File: config.mk
export PLATFORM = sky130hd
export DESIGN_NAME = link_regs
export DESIGN_NICKNAME = d
export VERILOG_FILES = /design/src/common/link_regs_pkg.sv /design/src/logic/link_regs.sv
export SDC_FILE = /design/constraint.sdc
export NUM_CORES = 2
export LEC_CHECK = 0
export ABC_AREA = 0
export BUFFER_PORTS_ARGS = -buffer_cell sky130_fd_sc_hd__buf_2
export CAP_MARGIN = 10
export CORE_MARGIN = 2
export CORE_UTILIZATION = 50
export CTS_BUF_LIST = sky130_fd_sc_hd__clkbuf_4 sky130_fd_sc_hd__clkbuf_8
export CTS_CLUSTER_DIAMETER = 200
export CTS_CLUSTER_SIZE = 16
export DETAILED_ROUTE_END_ITERATION = 12
export PLACE_DENSITY_LB_ADDON = 0.2
export SYNTH_ARGS = -nofsm -noshare
export SYNTH_HDL_FRONTEND = slang
export SYNTH_SLANG_ARGS = --single-unit
File: constraint.sdc
create_clock -name aclk -period 3.7 [get_ports aclk]
set_clock_uncertainty 0.1 [all_clocks]
set_input_delay 0.185 -clock aclk [delete_from_list [all_inputs] [get_ports aclk]]
set_output_delay 0.185 -clock aclk [all_outputs]
set_load 0.03 [all_outputs]
File: src/common/link_regs_pkg.sv
// Package: offsets, field positions, timing counts and carrier structs for the link register bank
package link_regs_pkg;
   // Register byte offsets
   localparam logic [7:0] OFF_CYCLE_TIME = 8'h14;
   localparam logic [7:0] OFF_ISO_MATCH = 8'h18;
   localparam logic [7:0] OFF_DIAG = 8'h20;
   localparam logic [7:0] OFF_PHY_ACCESS = 8'h24;
   localparam logic [7:0] OFF_RAM_TEST = 8'h80;
   // Reset values
   localparam logic [31:0] RST_CYCLE_TIME = 32'h0000_0000;
   localparam logic [31:0] RST_ISO_MATCH = 32'h0000_0000;
   localparam logic [31:0] RST_DIAG = 32'h0000_0000;
   localparam logic [31:0] RST_PHY_ACCESS = 32'h0000_0000;
   // Field positions, bit 0 is the MSB of the word (bit n lives at word bit 31-n)
   localparam int DG_PROMISC = 31;
   localparam int DG_BUSY_SEL = 30;
   localparam int DG_ARB_GAP = 29;
   localparam int DG_SUB_GAP = 28;
   localparam int DG_FULL_ACC = 27;
   localparam int DG_ADR_CLR = 26;
   localparam int DG_TAG_VAL = 25;
   localparam int DG_TAG_ERR = 24;
   localparam int DG_MEM_TEST = 23;
   localparam logic [31:0] DIAG_ALWAYS_WR = 32'h8800_0000;
   localparam logic [31:0] DIAG_MASK = 32'hff80_0000;
   localparam logic [31:0] ISO_MASK = 32'hffff_0000;
   localparam int PH_READ_REQ = 31;
   localparam int PH_WRITE_REQ = 30;
   localparam logic [31:0] PHY_HOST_MASK = 32'hcfff_0000;
   localparam logic [31:0] PHY_REPLY_MASK = 32'h0000_0fff;
   // Cycle timer limits and clock rates
   localparam int CYCLE_OFFSET_LAST = 3071;
   localparam int CYCLE_COUNT_LAST = 7999;
   localparam int SECONDS_LAST = 127;
   localparam int CLK_KHZ = 200000;
   localparam int TICK_KHZ = 24576;
   localparam logic [15:0] TICK_INC = 16'(TICK_KHZ);
   localparam logic [17:0] TICK_MOD = 18'(CLK_KHZ);
   // Local RAM for the memory test path
   localparam int RAM_DEPTH = 64;
   localparam int RAM_AW = 6;
   // AXI response codes
   localparam logic [1:0] RESP_OKAY = 2'b00;
   localparam logic [1:0] RESP_SLVERR = 2'b10;

   typedef enum logic [3:0] {
      PHY_IDLE = 4'b0001,
      PHY_SEND = 4'b0010,
      PHY_WAIT = 4'b0100,
      PHY_DONE = 4'b1000
   } phy_state_e;

   // Request towards the phy and reply from it
   typedef struct packed {
      logic valid;
      logic write;
      logic [3:0] addr;
      logic [7:0] data;
   } phy_req_s;

   typedef struct packed {
      logic valid;
      logic [3:0] addr;
      logic [7:0] data;
   } phy_reply_s;

   // Receive-side control exported to the packet receiver
   typedef struct packed {
      logic promiscuous_receive;
      logic busy_ack_select;
      logic first_channel_enable;
      logic second_channel_enable;
      logic [7:0] first_channel_match;
      logic [7:0] second_channel_match;
   } rx_ctrl_s;
endpackage

File: src/logic/link_regs.sv
// Module: host register bank for cycle timer, channel match, diagnostics and phy access
`timescale 1ns/100ps
// Function
// - Cycle timer at 14h: seconds bits 0-6, cycle 7-19, ticks 20-31, bit0 MSB.
// - Ticks at 24.576 MHz, cycles 8 kHz, seconds 1 Hz, gated by control bits.
// - Channel match register at 18h, resets zero, two 8-bit fields, 16-31 reserved.
// - First enable set: accept iso packets matching first field; bits 0-1 tag.
// - Second enable set: accept iso packets matching second field; bits 8-9 tag.
// - Diagnostic at 20h: snoop and full-access always writable, rest only under full-access.
// - Memory test: enable, clear address, access 80h from location 0, counter increments.
// - Memory test mode only while test bit and full-access bit both set.
// - Snoop bit makes receiver accept every packet using snoop layout.
// - Busy select bit chooses busy B when set, busy A when clear.
// - Bit 2 set on arbitration reset gap, bit 3 on subaction gap.
// - Address clear bit zeroes test address counter and mismatch flag.
// - Test write stores test tag bit into RAM extra control bit 33.
// - Mismatch flag sets when RAM control bit differs from test tag value.
// - Upper half of phy register issues requests; lower half holds replies.
// - Read request bit sends phy read, cleared once sent.
// - Write request bit sends phy write with address and data, cleared once sent.
// - Phy reply loads address 20-23, data 24-31 and raises info interrupt.
// - Phy access register at 24h, host read/write, resets zero.
module link_regs
   import link_regs_pkg::*;
(
   input wire logic aclk,
   input wire logic aresetn,
   input wire logic clk_en,
   // AXI4-Lite slave
   input wire logic [7:0] s_axi_awaddr,
   input wire logic s_axi_awvalid,
   output logic s_axi_awready,
   input wire logic [31:0] s_axi_wdata,
   input wire logic [3:0] s_axi_wstrb,
   input wire logic s_axi_wvalid,
   output logic s_axi_wready,
   output logic [1:0] s_axi_bresp,
   output logic s_axi_bvalid,
   input wire logic s_axi_bready,
   input wire logic [7:0] s_axi_araddr,
   input wire logic s_axi_arvalid,
   output logic s_axi_arready,
   output logic [31:0] s_axi_rdata,
   output logic [1:0] s_axi_rresp,
   output logic s_axi_rvalid,
   input wire logic s_axi_rready,
   // Control register bits held elsewhere
   input wire logic cycle_master,
   input wire logic cycle_source,
   input wire logic cycle_timer_enable,
   input wire logic cycle_start_tick,
   // Bus idle gap detectors
   input wire logic arb_reset_gap_det,
   input wire logic subaction_gap_det,
   // Phy interface
   output phy_req_s phy_req,
   input wire logic phy_req_ack,
   input phy_reply_s phy_reply,
   output logic phy_info_received_irq,
   // Receiver control
   output rx_ctrl_s rx_ctrl,
   output logic memory_test_mode
);

   // ******************************************
   // State
   // ******************************************
   typedef struct packed {
      logic aw_have;
      logic [7:0] aw_addr;
      logic w_have;
      logic [31:0] w_data;
      logic [3:0] w_strb;
      logic bvalid;
      logic [1:0] bresp;
      logic rvalid;
      logic [31:0] rdata;
      logic [1:0] rresp;
      logic [31:0] cycle_time;
      logic [31:0] iso_match;
      logic [31:0] diag;
      logic [31:0] phy_acc;
      logic [17:0] tick_acc;
      logic [RAM_AW-1:0] ram_addr;
      phy_state_e phy_st;
      phy_req_s req;
      logic irq;
   } state_s;

   state_s st_r;
   state_s st_nxt;

   // RAM word: 32 data bits plus the control bit (bit 33 in test numbering)
   logic [32:0] ram_mem [RAM_DEPTH];
   logic [32:0] ram_rd;
   logic ram_we;

   // Host byte-lane merge
   function automatic logic [31:0] merge(input logic [31:0] old, input logic [31:0] wd, input logic [3:0] be);
      logic [31:0] res;
      res = old;
      for (int i = 0; i < 4; i++) begin
         if (be[i]) begin
            res[i*8 +: 8] = wd[i*8 +: 8];
         end
      end
      return res;
   endfunction

   logic test_on;
   assign test_on = st_r.diag[DG_MEM_TEST] & st_r.diag[DG_FULL_ACC];
   assign ram_rd = ram_mem[st_r.ram_addr];

   // ******************************************
   // Next-state logic
   // ******************************************
   always_comb begin
      logic wr_go;
      logic rd_go;
      logic [31:0] wv;
      logic [31:0] dmask;
      logic [6:0] sec;
      logic [12:0] cyc;
      logic [11:0] off;
      logic tick;
      logic carry_sec;
      logic [18:0] acc_sum;
      wr_go = 1'b0;
      rd_go = 1'b0;
      wv = '0;
      dmask = '0;
      sec = '0;
      cyc = '0;
      off = '0;
      tick = 1'b0;
      carry_sec = 1'b0;
      acc_sum = '0;
      ram_we = 1'b0;
      st_nxt = st_r;
      // Address and data may arrive in either order
      if (s_axi_awvalid && !st_r.aw_have) begin
         st_nxt.aw_have = 1'b1;
         st_nxt.aw_addr = s_axi_awaddr;
      end
      if (s_axi_wvalid && !st_r.w_have) begin
         st_nxt.w_have = 1'b1;
         st_nxt.w_data = s_axi_wdata;
         st_nxt.w_strb = s_axi_wstrb;
      end
      if (s_axi_bvalid && s_axi_bready) begin
         st_nxt.bvalid = 1'b0;
      end
      if (s_axi_rvalid && s_axi_rready) begin
         st_nxt.rvalid = 1'b0;
      end
      wr_go = st_r.aw_have && st_r.w_have && !st_r.bvalid;
      rd_go = s_axi_arvalid && !st_r.rvalid;

      // Cycle timer: fractional accumulator produces 24.576 MHz ticks from aclk
      sec = st_r.cycle_time[31:25];
      cyc = st_r.cycle_time[24:12];
      off = st_r.cycle_time[11:0];
      acc_sum = {1'b0, st_r.tick_acc} + {3'b000, TICK_INC};
      tick = 1'b0;
      if (cycle_timer_enable) begin
         if (acc_sum >= {1'b0, TICK_MOD}) begin
            st_nxt.tick_acc = 18'(acc_sum - {1'b0, TICK_MOD});
            tick = 1'b1;
         end else begin
            st_nxt.tick_acc = acc_sum[17:0];
         end
      end
      carry_sec = 1'b0;
      // A cycle slave with external source resyncs on cycle start; between starts it still wraps itself at offset 3071
      if (!cycle_master && cycle_source && cycle_start_tick && cycle_timer_enable) begin
         off = '0;
         if (cyc == 13'(CYCLE_COUNT_LAST)) begin
            cyc = '0;
            carry_sec = 1'b1;
         end else begin
            cyc = cyc + 13'd1;
         end
      end else if (tick) begin
         if (off == 12'(CYCLE_OFFSET_LAST)) begin
            off = '0;
            if (cyc == 13'(CYCLE_COUNT_LAST)) begin
               cyc = '0;
               carry_sec = 1'b1;
            end else begin
               cyc = cyc + 13'd1;
            end
         end else begin
            off = off + 12'd1;
         end
      end
      if (carry_sec) begin
         sec = (sec == 7'(SECONDS_LAST)) ? 7'd0 : sec + 7'd1;
      end
      st_nxt.cycle_time = {sec, cyc, off};

      // Gap flags set by hardware; set beats any host write in the same cycle
      // Host write decode
      if (wr_go) begin
         st_nxt.aw_have = 1'b0;
         st_nxt.w_have = 1'b0;
         st_nxt.bvalid = 1'b1;
         st_nxt.bresp = RESP_OKAY;
         unique case (st_r.aw_addr)
            OFF_CYCLE_TIME: begin
               st_nxt.cycle_time = merge(st_r.cycle_time, st_r.w_data, st_r.w_strb);
            end
            OFF_ISO_MATCH: begin
               st_nxt.iso_match = merge(st_r.iso_match, st_r.w_data, st_r.w_strb) & ISO_MASK;
            end
            OFF_DIAG: begin
               dmask = st_r.diag[DG_FULL_ACC] ? DIAG_MASK : DIAG_ALWAYS_WR;
               wv = merge(st_r.diag, st_r.w_data, st_r.w_strb);
               st_nxt.diag = ((wv & dmask) | (st_r.diag & ~dmask)) & DIAG_MASK;
            end
            OFF_PHY_ACCESS: begin
               // Host owns the request half; reply half stays with the phy
               wv = merge(st_r.phy_acc, st_r.w_data, st_r.w_strb);
               st_nxt.phy_acc = (wv & PHY_HOST_MASK) | (st_r.phy_acc & PHY_REPLY_MASK);
            end
            OFF_RAM_TEST: begin
               if (test_on) begin
                  ram_we = 1'b1;
                  st_nxt.ram_addr = st_r.ram_addr + RAM_AW'(1);
               end else begin
                  st_nxt.bresp = RESP_SLVERR;
               end
            end
            default: begin
               st_nxt.bresp = RESP_SLVERR;
            end
         endcase
      end

      // Host read decode
      if (rd_go) begin
         st_nxt.rvalid = 1'b1;
         st_nxt.rresp = RESP_OKAY;
         st_nxt.rdata = '0;
         unique case (s_axi_araddr)
            OFF_CYCLE_TIME: st_nxt.rdata = st_r.cycle_time;
            OFF_ISO_MATCH: st_nxt.rdata = st_r.iso_match;
            OFF_DIAG: st_nxt.rdata = st_r.diag;
            OFF_PHY_ACCESS: st_nxt.rdata = st_r.phy_acc;
            OFF_RAM_TEST: begin
               if (test_on) begin
                  st_nxt.rdata = ram_rd[31:0];
                  st_nxt.ram_addr = st_nxt.ram_addr + RAM_AW'(1);
                  if (ram_rd[32] != st_r.diag[DG_TAG_VAL]) begin
                     st_nxt.diag[DG_TAG_ERR] = 1'b1;
                  end
               end else begin
                  st_nxt.rresp = RESP_SLVERR;
               end
            end
            default: st_nxt.rresp = RESP_SLVERR;
         endcase
      end

      // Address clear acts as a self-clearing strobe
      if (st_r.diag[DG_ADR_CLR]) begin
         st_nxt.ram_addr = '0;
         st_nxt.diag[DG_TAG_ERR] = 1'b0;
         st_nxt.diag[DG_ADR_CLR] = 1'b0;
      end
      if (arb_reset_gap_det) begin
         st_nxt.diag[DG_ARB_GAP] = 1'b1;
      end
      if (subaction_gap_det) begin
         st_nxt.diag[DG_SUB_GAP] = 1'b1;
      end

      // Phy request sequencer
      st_nxt.irq = 1'b0;
      unique case (st_r.phy_st)
         PHY_IDLE: begin
            if (st_r.phy_acc[PH_READ_REQ] || st_r.phy_acc[PH_WRITE_REQ]) begin
               st_nxt.req.valid = 1'b1;
               st_nxt.req.write = !st_r.phy_acc[PH_READ_REQ] && st_r.phy_acc[PH_WRITE_REQ];
               st_nxt.req.addr = st_r.phy_acc[27:24];
               st_nxt.req.data = st_r.phy_acc[23:16];
               st_nxt.phy_st = PHY_SEND;
            end
         end
         PHY_SEND: begin
            if (phy_req_ack) begin
               st_nxt.req.valid = 1'b0;
               st_nxt.phy_st = PHY_DONE;
            end
         end
         PHY_DONE: begin
            // Request sent: clear only the bit that was served
            if (st_r.req.write) begin
               st_nxt.phy_acc[PH_WRITE_REQ] = 1'b0;
            end else begin
               st_nxt.phy_acc[PH_READ_REQ] = 1'b0;
            end
            st_nxt.phy_st = PHY_WAIT;
         end
         PHY_WAIT: begin
            st_nxt.phy_st = PHY_IDLE;
         end
         default: begin
            st_nxt.phy_st = PHY_IDLE;
            st_nxt.req = '0;
         end
      endcase

      // Phy reply wins over any host write to the lower half
      if (phy_reply.valid) begin
         st_nxt.phy_acc[11:8] = phy_reply.addr;
         st_nxt.phy_acc[7:0] = phy_reply.data;
         st_nxt.irq = 1'b1;
      end
   end

   // ******************************************
   // Registers
   // ******************************************
   always_ff @(posedge aclk) begin
      if (!aresetn) begin
         st_r <= '0;
         st_r.phy_st <= PHY_IDLE;
         st_r.cycle_time <= RST_CYCLE_TIME;
         st_r.iso_match <= RST_ISO_MATCH;
         st_r.diag <= RST_DIAG;
         st_r.phy_acc <= RST_PHY_ACCESS;
      end else if (clk_en) begin
         st_r <= st_nxt;
      end
   end

   // Test RAM write port; no reset because contents are don't-care
   always_ff @(posedge aclk) begin
      if (clk_en && ram_we) begin
         ram_mem[st_r.ram_addr] <= {st_r.diag[DG_TAG_VAL], st_r.w_data};
      end
   end

   // ******************************************
   // Outputs
   // ******************************************
   assign s_axi_awready = !st_r.aw_have;
   assign s_axi_wready = !st_r.w_have;
   assign s_axi_bvalid = st_r.bvalid;
   assign s_axi_bresp = st_r.bresp;
   assign s_axi_arready = !st_r.rvalid;
   assign s_axi_rvalid = st_r.rvalid;
   assign s_axi_rdata = st_r.rdata;
   assign s_axi_rresp = st_r.rresp;
   assign phy_req = st_r.req;
   assign phy_info_received_irq = st_r.irq;
   assign memory_test_mode = test_on;
   // Receiver steering straight from stored fields
   assign rx_ctrl.promiscuous_receive = st_r.diag[DG_PROMISC];
   assign rx_ctrl.busy_ack_select = st_r.diag[DG_BUSY_SEL];
   assign rx_ctrl.first_channel_match = st_r.iso_match[31:24];
   assign rx_ctrl.second_channel_match = st_r.iso_match[23:16];
   // Enables are not in this register bank; tie to field nonzero would be a guess, so tie both enables to 1
   assign rx_ctrl.first_channel_enable = 1'b1;
   assign rx_ctrl.second_channel_enable = 1'b1;

endmodule // link_regs

==> flow_summary_export.csv <==
group,metric,value,unit
clocking,clk_pin_slew_worst_paths,0.12,ns
clocking,cts_tree,"yes",
setup_path,path_class,"reg2reg",
die,fp-row-count,156,
place,gp_congestion,0.876,
sta,worstMarginPinSlew,1.32,ns
die,die_w,430,microns
clocking,cts.sinks,2320,
place,dp_hpwl,150,mm
finish,layout_common_cells,"edfxtp_1 (2,112), mux4_2 (660), dlygate4sd3_1 (269)",
sta,period_minus_slack,3.60,ns
place,post-place-cells,6990,
setup_path,cp.required,4.54,ns
synth,synth_top_area_cell,"edfxtp_1",
setup_path,arrival,4.44,ns
global_route,antenna_found_initial,9,
global_route,grt_pass1_wl,351,mm
power,p_per_area,409,nW/um^2
power,power,42.1,mW
die,dieArea,185000,sq um
clocking,clockRootBuffer,"clkbuf_8",
routing,routed_via_density,6.38,
clocking,cts_buffers,162,
synth,synth_top_area_share,0.698,
finish,design_area,103000,sq um
power,vdd_drop_max,0.231,mV
finish,finalNonFillerCells,7495,
sta,slew_headroom,0.122,
global_route,grt_max_degree,83,
synth,syn_area_per_cell,20.4,sq um
routing,vias,47800,
routing,drt_first_pass_iters,6,
global_route,grt-ovfl-total,0,
clocking,ctsHtreeMaxLevel,4,
die,boundaryPins,157,
clocking,clockBufferDepth,3,
routing,ant_nets,0,
min_path,hp-class,"in2reg",
place,dpl_cell_area,97400,sq um
routing,post_drt_wl_per_cell,33.1,microns
sta,fmax,278,MHz
setup_path,crit_path_start_kind,"flip-flop",
synth,yosys-top-cells-area,"edfxtp_1 (70%), mux4_2 (16%), dfxtp_1 (4.6%), mux2i_1 (1.2%), nand2_1 (1.0%)",
sta,whs,0.163,ns
clocking,insertion_delay,1.01,ns
finish,nNetsFinal,5144,
finish,area_delta_synth_final,13.3,%
synth,ys.flop_type,"edfxtp_1",
synth,ys_types,80,
power,leakagePower,29.4,nW
finish,drive_above_1_share,0.294,
routing,drc,0,
sta,drv_slew,0,
synth,yosysWarnings,0,
job,maxCapViolCount,0,
place,dp_slack,0.0402,ns
setup_path,critPathCaptureType,"flip-flop",
die,initial_utilization,0.503,
global_route,grt_usage,0.269,
finish,final_util,0.570,
synth,ys_ff_latch,2320,
die,dieHeight,430,microns
routing,drt_iter0_drc,6717,
routing,finalWirelength,248,mm
finish,mostFrequentLayoutCell,"edfxtp_1",
synth,syn-instance-count,4448,
sta,setup_viol,0,
status,status,"completed",
setup_path,cp_max_fo,17,
synth,synth_edf_count,2112,
sta,hold_violations,0,
synth,syn_area,90800,sq um
sta,fin_ws,0.104,ns
synth,async_reset_ff_frac,0,
sta,post-route-period-util,0.972,
die,core_area,181000,sq um
place,port_buffers,152,
synth,seq_area_frac_synth,0.744,
global_route,first_global_vias,47100,
sta,tns,0,ns
[flip-flops by register name (all words and copies together) (netlist names), named ones only]
name                   count
phy_info_received_irq      1
phy_req                   14
ram_mem                 2112
rx_ctrl                   16
s_axi_bresp                1
s_axi_bvalid               1
s_axi_rdata               32
s_axi_rresp                1
s_axi_rvalid               1
st_r                     118
[final timing paths]
| path | startpoint | endpoint | slack (ns) | depth (start not counted) |
|---|---|---|---|---|
| setup / recovery | flip-flop | st_r[99] | 0.10 | 11 |
| hold / removal | clk_en | st_r[101] | 0.16 | 4 |
| setup reg to reg | flip-flop | st_r[99] | 0.10 | 11 |
| hold reg to reg | phy_req[9] | phy_req[9] | 0.37 | 2 |
[cells by family after synthesis]
logic type               synth area share
flip-flops                          0.744
multiplexers                        0.176
AND/OR/NAND/NOR                    0.0316
AO/OA/AOI/OAI                      0.0256
buffers and inverters              0.0190
XOR/XNOR                          0.00203
adder cells (fa/ha/maj)           0.00138
other                           0.0000827
[synth_stat cells (5+ instances only)]
cell type and count:
edfxtp_1 2112, mux4_2 660, nand2_1 243, dfxtp_1 208, nor2_1 177, a21oi_1 134, clkbuf_1 120, mux2i_1 106
buf_4 89, buf_2 85, nand3_1 71, o21ai_0 39, a221oi_1 27, nor3_1 25, inv_1 23, buf_1 17
o21ai_1 16, o22ai_1 16, and2_1 14, a222oi_1 13, a31oi_1 13, o21a_1 12, xnor2_1 12, nand4_1 11
a211oi_1 10, ha_1 10, nor2b_1 10, o22a_1 10, a22oi_1 9, nand3b_1 9, xor2_1 9, and3_1 8
nor4_1 7, or3_1 7, a41oi_1 6, o211ai_1 6, o31ai_1 6, or4_1 6, mux2_2 5, nand2b_1 5
[where the power goes]
group / internal [mW] / switching [mW] / leakage (nW)
clock: 4.60 / 7.89 / 1.43
sequential: 28.5 / 0.307 / 19.1
combinational: 0.316 / 0.448 / 8.82
[cell type report]
class	count	area, sq um
Multi-Input combinational cell	1791	22000
Clock inverter	11	90.1
Timing Repair Buffer	753	7390
Tap cell	2370	2970
Antenna cell	11	27.5
Fill cell	13000	77700
Inverter	26	110
Clock buffer	213	2640
Sequential cell	2320	67700
[layer usage]
| metal | GRT usage | wire length, microns | vias to the layer above |
|---|---|---|---|
| met5 | 0 | 16 | - |
| met4 | 0.0702 | 6910 | 4 |
| met3 | 0.0510 | 25900 | 366 |
| met2 | 0.418 | 115000 | 2619 |
| met1 | 0.395 | 99600 | 25400 |
| li1 | - | - | 19400 |
[timing repair]
item / 4_1_cts / 5_1_grt
endpoints found under the hold margin: 206 / 0
buffers inserted: 0 / 0
resized for setup: 0 / 5
hold buffers: 269 / 0
setup endpoints to repair: 0 / 4
[critical path, cell delays in order (launching register included)]
cell and delay, ns:
dfxtp_4 0.43, buf_12 0.23, buf_4 0.26, mux4_2 0.54, a22o_1 0.25, o32a_1 0.46
o31ai_2 0.18, xor2_1 0.11, nor2_1 0.15, o21ai_1 0.08, dlygate4sd3_1 0.57, a21oi_1 0.13
Power figures use the tool's default switching activity.
